===== src/rtl/pcif_defs.svh =====
`ifndef PCIF_DEFS_SVH
`define PCIF_DEFS_SVH

// Register byte offsets on the APB bus.
`define PCIF_OFS_FLAGS 8'h00
`define PCIF_OFS_FALL_EN 8'h04
`define PCIF_OFS_RISE_EN 8'h08
`define PCIF_OFS_CORE_CTRL 8'h0c
`define PCIF_OFS_IRQ_STATUS 8'h10
`define PCIF_OFS_IRQ_MASK 8'h14
`define PCIF_ADDR_W 8

// Field positions in the core interrupt control register.
`define PCIF_CTRL_SUMMARY_BIT 0
`define PCIF_CTRL_MASTER_EN_BIT 3

// Reset values.
`define PCIF_PINS_RST 6'h00
`define PCIF_BYTE_RST 8'h00
`define PCIF_IRQ_RST 2'h0

// Event bit positions in the interrupt status register.
`define PCIF_EVT_CHANGE 0
`define PCIF_EVT_ERROR 1

`endif


===== src/rtl/pcif_pkg.sv =====
package pcif_pkg;

    // Pin vector carried between the edge detector and the register file.
    typedef logic [5:0] pcif_pins_type;

    // Edge detector result.
    typedef struct packed {
        pcif_pins_type rise;
        pcif_pins_type fall;
    } pcif_edges_type;

    // APB slave phase.
    typedef enum logic [1:0] {
        PCIF_IDLE = 2'b00,
        PCIF_ACCESS = 2'b01
    } pcif_phase_type;

endpackage : pcif_pkg


===== src/rtl/pcif_edge_detect.sv =====
`timescale 1ns/100ps
`default_nettype none

`include "pcif_defs.svh"

module pcif_edge_detect #(
    parameter int PINS = 6
) (
    input wire logic sys_clk,
    input wire logic reset,
    input wire logic [PINS-1:0] pin_in,
    output logic [PINS-1:0] rise_pulse,
    output logic [PINS-1:0] fall_pulse
);

    // -------------------------------------------------------------------
    // State
    // -------------------------------------------------------------------
    typedef struct packed {
        logic [PINS-1:0] sync1;
        logic [PINS-1:0] sync2;
        logic [PINS-1:0] prev;
        logic [2:0] primed;
    } pcif_sync_type;

    pcif_sync_type state_ff;
    pcif_sync_type nxt_state;

    // Two-stage synchroniser, then a history stage for comparison.
    always_comb begin
        nxt_state = state_ff;
        nxt_state.sync1 = pin_in;
        nxt_state.sync2 = state_ff.sync1;
        nxt_state.prev = state_ff.sync2;
        nxt_state.primed = {state_ff.primed[1:0], 1'b1}; // History is valid after three edges.
    end

    // Registers the state copy.
    always_ff @(posedge sys_clk) begin
        if (reset) begin
            state_ff <= '0;
        end else begin
            state_ff <= nxt_state;
        end
    end

    // Edges are compared only once the history is valid after reset.
    genvar g;
    generate
        for (g = 0; g < PINS; g++) begin : g_pin
            assign rise_pulse[g] = state_ff.primed[2] & state_ff.sync2[g] & ~state_ff.prev[g];
            assign fall_pulse[g] = state_ff.primed[2] & ~state_ff.sync2[g] & state_ff.prev[g];
        end
    endgenerate

endmodule : pcif_edge_detect

`default_nettype wire


===== src/rtl/pcif_top.sv =====
`timescale 1ns/100ps
`default_nettype none

`include "pcif_defs.svh"

module pcif_top #(
    parameter int PINS = 6
) (
    input wire logic sys_clk,
    input wire logic reset,
    input wire logic [PINS-1:0] port_pin_input,
    input wire logic psel,
    input wire logic penable,
    input wire logic pwrite,
    input wire logic [31:0] paddr,
    input wire logic [31:0] pwdata,
    output logic [31:0] prdata,
    output logic pready,
    output logic pslverr,
    output logic change_irq,
    output logic irq
);

    // -------------------------------------------------------------------
    // State
    // -------------------------------------------------------------------
    typedef struct packed {
        pcif_pkg::pcif_pins_type flags;
        pcif_pkg::pcif_pins_type rise_en;
        pcif_pkg::pcif_pins_type fall_en;
        logic master_en;
        logic [1:0] irq_status;
        logic [1:0] irq_mask;
        pcif_pkg::pcif_phase_type phase;
        logic [31:0] rdata;
        logic ready;
        logic slverr;
        logic change_irq;
        logic irq;
    } pcif_state_type;

    pcif_state_type state_ff;
    pcif_state_type nxt_state;

    pcif_pkg::pcif_edges_type edges;
    logic [`PCIF_ADDR_W-1:0] addr;
    logic wr_strobe;
    logic setup;
    logic [5:0] wr_pins;
    logic [1:0] evt;
    logic any_flag;

    // -------------------------------------------------------------------
    // Edge detection
    // -------------------------------------------------------------------
    pcif_edge_detect #(
        .PINS(PINS)
    ) u_edge (
        .sys_clk(sys_clk),
        .reset(reset),
        .pin_in(port_pin_input),
        .rise_pulse(edges.rise),
        .fall_pulse(edges.fall)
    );

    // Decodes whether an address is one of the mapped registers.
    function automatic logic pcif_mapped(input logic [`PCIF_ADDR_W-1:0] a);
        pcif_mapped = (a == `PCIF_OFS_FLAGS) || (a == `PCIF_OFS_FALL_EN) ||
            (a == `PCIF_OFS_RISE_EN) || (a == `PCIF_OFS_CORE_CTRL) ||
            (a == `PCIF_OFS_IRQ_STATUS) || (a == `PCIF_OFS_IRQ_MASK);
    endfunction : pcif_mapped

    // Bus decode of the current request.
    assign addr = paddr[`PCIF_ADDR_W-1:0];
    assign setup = psel & ~penable;
    assign wr_strobe = psel & penable & pwrite & state_ff.ready;
    assign wr_pins = pwdata[5:0];

    // -------------------------------------------------------------------
    // Next state
    // -------------------------------------------------------------------
    always_comb begin
        nxt_state = state_ff;
        evt = `PCIF_IRQ_RST;
        any_flag = 1'b0;

        // APB handshake: no wait state, ready for exactly one cycle.
        nxt_state.ready = 1'b0;
        nxt_state.slverr = 1'b0;
        unique case (state_ff.phase)
            pcif_pkg::PCIF_IDLE: begin
                if (setup) begin
                    nxt_state.phase = pcif_pkg::PCIF_ACCESS;
                    nxt_state.ready = 1'b1;
                    nxt_state.slverr = ~pcif_mapped(addr);
                    nxt_state.rdata = '0;
                    if (!pwrite) begin
                        unique case (addr)
                            `PCIF_OFS_FLAGS: nxt_state.rdata[5:0] = state_ff.flags;
                            `PCIF_OFS_FALL_EN: nxt_state.rdata[5:0] = state_ff.fall_en;
                            `PCIF_OFS_RISE_EN: nxt_state.rdata[5:0] = state_ff.rise_en;
                            `PCIF_OFS_CORE_CTRL: begin
                                nxt_state.rdata[`PCIF_CTRL_MASTER_EN_BIT] = state_ff.master_en;
                                nxt_state.rdata[`PCIF_CTRL_SUMMARY_BIT] = |state_ff.flags;
                            end
                            `PCIF_OFS_IRQ_STATUS: nxt_state.rdata[1:0] = state_ff.irq_status;
                            `PCIF_OFS_IRQ_MASK: nxt_state.rdata[1:0] = state_ff.irq_mask;
                            default: nxt_state.rdata = '0;
                        endcase
                    end
                end
            end
            pcif_pkg::PCIF_ACCESS: begin
                nxt_state.phase = pcif_pkg::PCIF_IDLE;
            end
            default: nxt_state.phase = pcif_pkg::PCIF_IDLE;
        endcase

        // Register writes taken at the completing edge.
        if (wr_strobe) begin
            unique case (addr)
                `PCIF_OFS_FLAGS: nxt_state.flags = wr_pins;
                `PCIF_OFS_FALL_EN: nxt_state.fall_en = wr_pins;
                `PCIF_OFS_RISE_EN: nxt_state.rise_en = wr_pins;
                `PCIF_OFS_CORE_CTRL: nxt_state.master_en = pwdata[`PCIF_CTRL_MASTER_EN_BIT];
                `PCIF_OFS_IRQ_MASK: nxt_state.irq_mask = pwdata[1:0];
                `PCIF_OFS_IRQ_STATUS: nxt_state.irq_status = state_ff.irq_status & ~pwdata[1:0];
                default: nxt_state.flags = state_ff.flags;
            endcase
        end

        // Hardware set wins over any write, whatever master enable holds.
        nxt_state.flags = nxt_state.flags
            | (edges.rise & state_ff.rise_en)
            | (edges.fall & state_ff.fall_en);

        // Sticky events: new flag set, and access to an unmapped address.
        evt[`PCIF_EVT_CHANGE] = |((edges.rise & state_ff.rise_en) | (edges.fall & state_ff.fall_en));
        evt[`PCIF_EVT_ERROR] = setup & ~pcif_mapped(addr);
        nxt_state.irq_status = nxt_state.irq_status | evt;

        // Request outputs, registered; the master enable gates only the request.
        any_flag = |nxt_state.flags;
        nxt_state.change_irq = any_flag & nxt_state.master_en;
        nxt_state.irq = |(nxt_state.irq_status & nxt_state.irq_mask);
    end

    // -------------------------------------------------------------------
    // State register
    // -------------------------------------------------------------------
    always_ff @(posedge sys_clk) begin
        if (reset) begin
            state_ff <= '0;
            state_ff.flags <= `PCIF_PINS_RST;
            state_ff.phase <= pcif_pkg::PCIF_IDLE;
        end else begin
            state_ff <= nxt_state;
        end
    end

    // Outputs straight from flip-flops.
    assign prdata = state_ff.rdata;
    assign pready = state_ff.ready;
    assign pslverr = state_ff.slverr;
    assign change_irq = state_ff.change_irq;
    assign irq = state_ff.irq;

endmodule : pcif_top

`default_nettype wire

===== config.mk =====
export PLATFORM = sky130hd
export DESIGN_NAME = pcif_top
export DESIGN_NICKNAME = d
export VERILOG_FILES = /design/src/rtl/pcif_pkg.sv /design/src/rtl/pcif_edge_detect.sv /design/src/rtl/pcif_top.sv
export VERILOG_INCLUDE_DIRS = /design/src /design/src/rtl
export SDC_FILE = /design/constraint.sdc
export NUM_CORES = 1
export LEC_CHECK = 0
export BUFFER_PORTS_ARGS = -buffer_cell sky130_fd_sc_hd__buf_4
export CAP_MARGIN = 20
export CORE_MARGIN = 4
export CORE_UTILIZATION = 47
export DETAILED_ROUTE_END_ITERATION = 7
export GPL_TIMING_DRIVEN = 0
export PLACE_DENSITY = 0.79
export SYNTH_ARGS = -nofsm -noshare
export SYNTH_HDL_FRONTEND = slang
export SYNTH_HIERARCHICAL = 1
export SYNTH_SLANG_ARGS = --single-unit

===== constraint.sdc =====
create_clock -name sys_clk -period 2.7 [get_ports sys_clk]
set_input_delay 0.54 -clock sys_clk [delete_from_list [all_inputs] [get_ports sys_clk]]
set_output_delay 0.54 -clock sys_clk [all_outputs]
set_load 0.005 [all_outputs]

==> impl_metrics.tcl, run 1 <==
set metrics [dict create \
    crit_type "primary input to register" \
    synth.distinct_cells 44 \
    grt_max_degree 15 \
    cp.arrival_ns 2.21 \
    postSynth.asyncResetShare_pct 0 \
    via_count 1988 \
    ys.flop_type "dfxtp_1" \
    cts_root_buf "clkbuf_8" \
    routed_wl_um 5256 \
    skew_ns 0.01227 \
    num_rows 26 \
    portBuffers 31 \
    fp.dieH_um 81.82 \
    avgSynthCellArea_um2 9.776 \
    dr.pass1.iters 4 \
    ant_nets 0 \
    grt_use_total_pct 17.02 \
    area.growth.synth_to_final_pct 19.00 \
    synth_area_um2 2561 \
    rsz0062_at_grt "false" \
    grt_pass1_wl_um 8880 \
    min_path_type "register to register" \
    dp_hpwl_um 4095 \
    synth.largest_area_cell "dfxtp_1" \
    final_util_pct 58.56 \
    drv_cap 0 \
    die_w_um 81.82 \
    ys_seq_area_share_pct 42.99 \
    start_util_pct 49.21 \
    power_density_nw_per_um2 452.8 \
    synth_most_common_cell "dfxtp_1" \
    grt_antenna_before_repair 0 \
    start_kind "primary input" \
    ir_drop_uv 375.7 \
    drc_errors 0 \
    grt_pass1_vias 1901 \
    grt_overflow 0 \
    setup_violations 0 \
    synth_top_area_share_pct 42.99 \
    post-route-period-util_pct 74.13 \
    cp_max_fo 7 \
    syn_inst 262 \
    required_ns 2.91 \
    synth_commonest_cells "55 x dfxtp_1, 34 x buf_4, 23 x nor2b_1" \
    clockBufferDepth 2 \
    synth_area_leaders "dfxtp_1 43%, buf_4 10%, mux2i_1 6.6%, nor2b_1 5.6%, and3b_1 3.4%" \
    nets 400 \
    r2r_setup_slack_ns 0.91 \
    synth-seq-cells 55 \
    viasPerCell 5.046 \
    ctsHoldBuffers 0 \
    fillers 499 \
    post-route-min-period_ns 2.001 \
    diodes 0 \
    maxSlewViolCount 0 \
    yosys_warnings 6 \
    leakage_uw 0.001468 \
    finalSetupTns_ns 0 \
    clk_transition_reported_paths_ns 0.09 \
    tritoncts "done" \
    htreeDepth 2 \
    drtIter0Drc 131 \
    status "completed" \
    worst_pin_slew_ns 0.6990 \
    finalHoldViolations 0 \
    slew_headroom_pct 53.04 \
    drive_gt1_share_pct 27.78 \
    insertion_delay_ns 0.30 \
    gp_congestion 0.9162 \
    wl_per_cell_um 13.34 \
    cts_sinks 55 \
    setup.worst_path.end_class "register" \
    core_area_um2 5205 \
    synth_edf_count 0 \
    ctsResizeCount 0 \
    io_pins 111 \
    cts_buffers 5 \
    post_cts_buffers 0 \
    max_freq_mhz 499.6 \
    die_area_um2 6695 \
]
==> state kept, by name, indices dropped and copies added (netlist names) <==
name / cells
change_irq: 1
irq: 1
prdata: 6
pready: 1
pslverr: 1
state_ff: 24
u_edge/nxt_state: 14
u_edge/state_ff: 7
==> final cells by class <==
cell class	instances	area [µm²]	share of cell area [%]
buffer	44	334.1	10.96
tap	70	87.58	2.874
clock buffer	6	72.57	2.381
multi-input combinational	186	1212	39.78
inverter	2	7.507	0.2463
sequential	55	1101	36.12
timing repair buffer	31	232.7	7.635
==> critical path, stage by stage <==
cell and delay [ns]:
buf_4 0.12, nor3_1 0.59, nand2_1 0.20, a2111oi_0 0.38
a211oi_1 0.11, o41ai_1 0.26
==> final timing paths <==
| kind | startpoint | endpoint | cells after the start |
|---|---|---|---|
| min | u_edge/nxt_state[12]$_SDFF_PP0_ | u_edge/nxt_state[6]$_SDFF_PP0_ | 1 |
| min reg2reg | u_edge/nxt_state[12]$_SDFF_PP0_ | u_edge/nxt_state[6]$_SDFF_PP0_ | 1 |
| max | paddr[5] | prdata[0]$_SDFFE_PP0P_ | 6 |
| max reg2reg | pready$_SDFF_PP0_ | change_irq$_SDFF_PP0_ | 6 |
==> metal layers <==
| metal | GRT usage [%] | share of wire, % |
|---|---|---|
| met2 | 29.32 | 49 |
| met5 | 0 | 0 |
| met1 | 20.99 | 42 |
| met4 | 5.316 | 1.8 |
| met3 | 3.838 | 6.5 |
==> logic make-up (layout without fill, tap and decap cells) <==
logic type,after synthesis,in the layout,share of synthesized area (%)
AOI/OAI and AO/OA,40,40,11.24
buffers and inverters,46,83,13.34
DFF,55,55,42.99
muxes,19,19,7.523
other,1,26,0.1464
and+or+nand+nor,101,101,24.77
==> through the flow <==
step	instances	area [µm²]	power, µW	hold slack (ns)	setup WS [ns]
2_1_floorplan	287	2655	934.8	0.4138	0.6525
3_3_place_gp	388	2975	981.8	0.4159	0.4280
3_5_place_dp	388	2975	984.4	0.4242	0.4493
4_1_cts	394	3048	1389	0.4409	0.7121
5_1_grt	394	3048	1438	0.4481	0.3636
6_report	394	3048	1380	0.4397	0.6985
==> where the power goes <==
part	total (µW)	internal [µW]	switching, µW
sequential	831	826	5.31
clock	414	174	240
combinational	135	72.4	62.7
==> placed cells by master, fill, tap and decap left out, drive strengths merged, types with 2 or more instances in the layout <==
master / instances
inv: 2
clkbuf: 8
mux2i: 17
mux2: 2
and2: 4
and3b: 12
a222oi: 3
nand3b: 3
conb: 26
o21ai: 5
nor2: 18
nor4: 2
buf: 73
nand4: 5
a22oi: 7
dfxtp: 55
nand2: 16
nor2b: 23
nor3: 4
a22o: 3
a21oi: 11
and4: 3
nand3: 7
Note: power is estimated with default switching activity, not from simulation.
==> inputs of run 2 (changes only) <==
==> constraint.sdc (replaced) <==
create_clock -name sys_clk -period 1.9 [get_ports sys_clk]
set_input_delay 0.38 -clock sys_clk [delete_from_list [all_inputs] [get_ports sys_clk]]
set_output_delay 0.38 -clock sys_clk [all_outputs]
set_load 0.005 [all_outputs]
==> impl_metrics.tcl, run 2 (synthesis results as in run 1) <==
set metrics [dict create \
    num_rows 26 \
    critical_path.slowest_cell "o41a_1" \
    cp_cell_sequence "buf_4 -> nor4_4 -> nand3_4 -> mux2i_1 -> nand4_1 -> o41a_1" \
    drive_gt1_share_pct 28.09 \
    mostFrequentLayoutCells "65 x buf_4, 55 x dfxtp_1, 26 x conb_1" \
    ctsResizeCount 0 \
    cpPeakStageDelay_ns 0.45 \
    insertion_delay_ns 0.30 \
    drc_errors 0 \
    power_density_nw_per_um2 641.8 \
    die_w_um 81.82 \
    status "completed" \
    portBuffers 31 \
    clk_transition_reported_paths_ns 0.09 \
    cp.arrival_ns 1.98 \
    die_area_um2 6695 \
    htreeDepth 2 \
    worst_pin_slew_ns 0.5401 \
    final_util_pct 58.65 \
    final_cells 394 \
    post-route-min-period_ns 1.795 \
    post-route-period-util_pct 94.49 \
    fp.dieH_um 81.82 \
    r2r-end "change_irq$_SDFF_PP0_" \
    clockBufferDepth 2 \
    crit_path_end "change_irq$_SDFF_PP0_" \
    r2r_setup_slack_ns 0.11 \
    ant_nets 0 \
    nets 400 \
    routed_wl_um 5274 \
    cts_root_buf "clkbuf_8" \
    tritoncts "done" \
    finalHoldViolations 0 \
    slew_headroom_pct 63.99 \
    start_kind "primary input" \
    leakage_uw 0.001469 \
    core_area_um2 5205 \
    viasPerCell 4.962 \
    skew_ns 0.01232 \
    fillers 500 \
    min_path_type "primary input to register" \
    largest_register_ff_count 24 \
    cp_max_fo 10 \
    reg2regPathDepth 7 \
    r2r-start "u_edge/state_ff[2]$_SDFF_PP0_" \
    ctsHoldBuffers 0 \
    ir_drop_uv 533.2 \
    diodes 0 \
    cts_buffers 5 \
    grt_max_degree 15 \
    drtIter0Drc 119 \
    crit_type "primary input to register" \
    grt_pass1_wl_um 8880 \
    required_ns 2.08 \
    grt_use_total_pct 17.02 \
    rsz0062_at_grt "false" \
    placedCellCount 388 \
    start_util_pct 49.21 \
    maxSlewViolCount 0 \
    grt_antenna_before_repair 0 \
    via_count 1955 \
    setup_violations 0 \
    grt_overflow 0 \
    max_freq_mhz 557.0 \
    regMostFlops "state_ff" \
    io_pins 111 \
    cts_sinks 55 \
    dp_hpwl_um 4095 \
    wl_per_cell_um 13.39 \
    setup.worst_path.end_class "register" \
    grt_pass1_vias 1901 \
    area.growth.synth_to_final_pct 19.20 \
    drv_cap 0 \
    mostFrequentLayoutCell "buf_4" \
    gp_congestion 0.9162 \
    post_cts_buffers 0 \
    critPathLaunch "paddr[3]" \
    dr.pass1.iters 4 \
]
==> run 2: report_power, final <==
| group | switching (µW) | leakage (µW) | total [µW] | internal (µW) |
|---|---|---|---|---|
| registers | 7.52 | 0.000447 | 1180 | 1170 |
| logic | 89.7 | 0.000985 | 193 | 103 |
| clock network | 338 | 0.0000371 | 585 | 247 |
| total | 436 | 0.00147 | 1960 | 1520 |
==> run 2: worst max-delay path: cells and delay by family <==
| kind | cells | cell delay, ns |
|---|---|---|
| buf+inv | 1 | 0.15 |
| simple gates | 3 | 0.73 |
| compound gates | 1 | 0.45 |
| mux | 1 | 0.26 |
==> run 2: metrics by stage <==
step | TNS (ns) | area [µm²] | setup slack (ns) | hold slack (ns) | power [µW]
2_1_floorplan | 0 | 2655 | 0.01248 | 0.4138 | 1328
3_3_place_gp | -1.390 | 2975 | -0.2120 | 0.4159 | 1395
3_5_place_dp | -1.425 | 2975 | -0.1907 | 0.4242 | 1399
4_1_cts | 0 | 3048 | 0.07205 | 0.2809 | 1974
5_1_grt | 0 | 3053 | 0.001920 | 0.2881 | 2045
6_report | 0 | 3053 | 0.1046 | 0.2881 | 1959
==> run 2: area by class of cell <==
cell class                 count  area, µm²  area share, %
buffer                        44      334.1          10.94
clock buffer                   6      72.57          2.377
inverter                       2      7.507         0.2459
multi-input combinational    186       1217          39.88
sequential                    55       1101          36.07
tap                           70      87.58          2.869
timing repair buffer          31      232.7          7.623
==> run 2: how the worst min path moves through the flow <==
stage | start | endpoint | slack, ns | depth (start not counted)
finish | port_pin_input[0] | u_edge/nxt_state[9]$_SDFF_PP0_ | 0.29 | 2
detailed placement | u_edge/nxt_state[12]$_SDFF_PP0_ | u_edge/nxt_state[6]$_SDFF_PP0_ | 0.42 | 1
floorplan | u_edge/nxt_state[1]$_DFF_P_ | u_edge/nxt_state[2]$_SDFF_PP0_ | 0.41 | 1
CTS | port_pin_input[0] | u_edge/nxt_state[9]$_SDFF_PP0_ | 0.28 | 2
global placement | u_edge/nxt_state[14]$_SDFF_PP0_ | u_edge/nxt_state[8]$_SDFF_PP0_ | 0.42 | 1
global route | port_pin_input[0] | u_edge/nxt_state[9]$_SDFF_PP0_ | 0.29 | 2
==> run 2: per-layer routing <==
| metal | track usage, % | part of all wire [%] |
|---|---|---|
| met1 | 20.99 | 43 |
| met2 | 29.32 | 49 |
| met3 | 3.838 | 6.3 |
| met4 | 5.316 | 1.5 |
| met5 | 0 | 0 |
==> inputs of run 3 (changes only) <==
--- a/config.mk
+++ b/config.mk
@@ -8,7 +8,7 @@
 export LEC_CHECK = 0
 export BUFFER_PORTS_ARGS = -buffer_cell sky130_fd_sc_hd__buf_4
 export CAP_MARGIN = 20
-export CORE_MARGIN = 4
+export CORE_MARGIN = 2
 export CORE_UTILIZATION = 47
 export DETAILED_ROUTE_END_ITERATION = 7
 export GPL_TIMING_DRIVEN = 0
==> impl_metrics.tcl, run 3 (synthesis results as in run 1) <==
set metrics [dict create \
    pre_cts_ws_ns -0.2468 \
    crit_buf_inv 1 \
    num_rows 26 \
    mostFrequentLayoutCell "buf_4" \
    cp_cell_sequence "buf_6 -> and3b_1 -> a22o_1 -> a41o_2 -> a21oi_1 -> nand3_1 -> o41a_1" \
    gp_congestion 0.9194 \
    leakage_uw 0.001473 \
    rsz0062_at_grt "false" \
    clockBufferDepth 2 \
    area.growth.synth_to_final_pct 19.69 \
    dp_hpwl_um 3885 \
    start_kind "register" \
    dr.pass1.iters 5 \
    ir_drop_uv 573.5 \
    post_cts_buffers 0 \
    cpPeakStageDelay_ns 0.35 \
    die_area_um2 6056 \
    crit_type "register to register" \
    drive_gt1_share_pct 28.53 \
    skew_ns 0.007039 \
    finalHoldViolations 0 \
    largest_register_ff_count 24 \
    min_path_type "primary input to register" \
    grt_max_degree 17 \
    fillers 482 \
    worst_pin_slew_ns 0.5116 \
    min_to "u_edge/nxt_state[14]$_SDFF_PP0_" \
    drtIter0Drc 118 \
    tritoncts "done" \
    worstHoldStart "port_pin_input[5]" \
    finalSetupTns_ns 0 \
    drc_errors 0 \
    ctsResizeCount 0 \
    grt_pass1_vias 1746 \
    io_pins 111 \
    grt_overflow 0 \
    regMostFlops "state_ff" \
    r2r-end "change_irq$_SDFF_PP0_" \
    cts_buffers 5 \
    wl_per_cell_um 12.83 \
    cp_max_fo 10 \
    hold_depth 2 \
    start_util_pct 49.52 \
    die_w_um 77.82 \
    setup.worst_path.end_class "register" \
    setup_ws_ns 0.1239 \
    slew_headroom_pct 65.89 \
    critical_path.top_delay_family "compound AO/OA/AOI/OAI gates" \
    routed_wl_um 5082 \
    cts_sinks 55 \
    viasPerCell 4.907 \
    r2r_setup_slack_ns 0.12 \
    diodes 0 \
    grt_antenna_before_repair 0 \
    grt_pass1_wl_um 8328 \
    nets 400 \
    htreeDepth 2 \
    critical_path.slowest_cell "o41a_1" \
    mostFrequentLayoutCells "65 x buf_4, 55 x dfxtp_1, 26 x conb_1" \
    ant_nets 0 \
    insertion_delay_ns 0.31 \
    core_area_um2 5172 \
    ctsHoldBuffers 0 \
    portBuffers 31 \
    cp.arrival_ns 1.97 \
    setup_violations 0 \
    post-route-period-util_pct 93.48 \
    via_count 1943 \
    status "completed" \
    fp.dieH_um 77.82 \
    r2r-start "u_edge/state_ff[2]$_SDFF_PP0_" \
    required_ns 2.09 \
    cts_root_buf "clkbuf_8" \
    clk_transition_reported_paths_ns 0.10 \
    drv_cap 0 \
    maxSlewViolCount 0 \
    grt_use_total_pct 17.31 \
    max_freq_mhz 563.0 \
    power_density_nw_per_um2 655.1 \
    post-route-min-period_ns 1.776 \
    reg2regPathDepth 7 \
]
## run 3: cell types whose count changed in the layout (fill, tap and decap cells not counted), sizes merged
cell / change
clkinv: +1
clkinvlp: +1
## run 3: layer usage
layer | wire [µm] | track usage (%)
met5 | 0 | 0
met4 | 46 | 4.286
met3 | 360 | 3.953
met2 | 2384 | 28.62
met1 | 2290 | 22.82
## run 3: how the worst max path moves through the flow
stage                             startpoint                      to  slack (ns)  cells after the start
5_1_grt        u_edge/state_ff[2]$_SDFF_PP0_   change_irq$_SDFF_PP0_       0.003                      7
6_report       u_edge/state_ff[2]$_SDFF_PP0_   change_irq$_SDFF_PP0_        0.12                      7
2_1_floorplan                       paddr[3]   change_irq$_SDFF_PP0_        0.01                      6
4_1_cts                             paddr[5]  prdata[0]$_SDFFE_PP0P_        0.08                      6
3_3_place_gp                        paddr[5]          irq$_SDFF_PP0_       -0.25                      6
3_5_place_dp                        paddr[5]  prdata[0]$_SDFFE_PP0P_       -0.25                      6
## run 3: metrics by stage
| step | total power (µW) | utilization (%) | cell area (µm²) | hold slack [ns] | std cells |
|---|---|---|---|---|---|
| final | 2008 | 59.26 | 3065 | 0.2775 | 396 |
| after global routing | 2077 | 59.26 | 3065 | 0.2894 | 396 |
| after CTS | 2018 | 59.17 | 3060 | 0.2745 | 396 |
| after detailed placement | 1398 | 57.52 | 2975 | 0.4223 | 388 |
| after global placement | 1395 | 57.52 | 2975 | 0.4162 | 388 |
| after floorplan | 1328 | - | 2655 | 0.4138 | 287 |
## run 3: power breakdown
group	total [µW]	switching [µW]	leakage, µW	internal [µW]
registers	1180	7.39	0.000447	1170
logic	192	88.7	0.000985	103
clock network	635	376	0.0000412	259
total	2010	472	0.00147	1540
## run 3: area by class of cell
| type | instances | area [µm²] | share of cell area [%] |
|---|---|---|---|
| Multi-Input combinational cell | 186 | 1217 | 39.71 |
| Sequential cell | 55 | 1101 | 35.92 |
| Buffer | 44 | 334.1 | 10.90 |
| Timing Repair Buffer | 31 | 232.7 | 7.592 |
| Tap cell | 70 | 87.58 | 2.857 |
| Clock buffer | 6 | 72.57 | 2.367 |
| Clock inverter | 2 | 12.51 | 0.4082 |
| Inverter | 2 | 7.507 | 0.2449 |
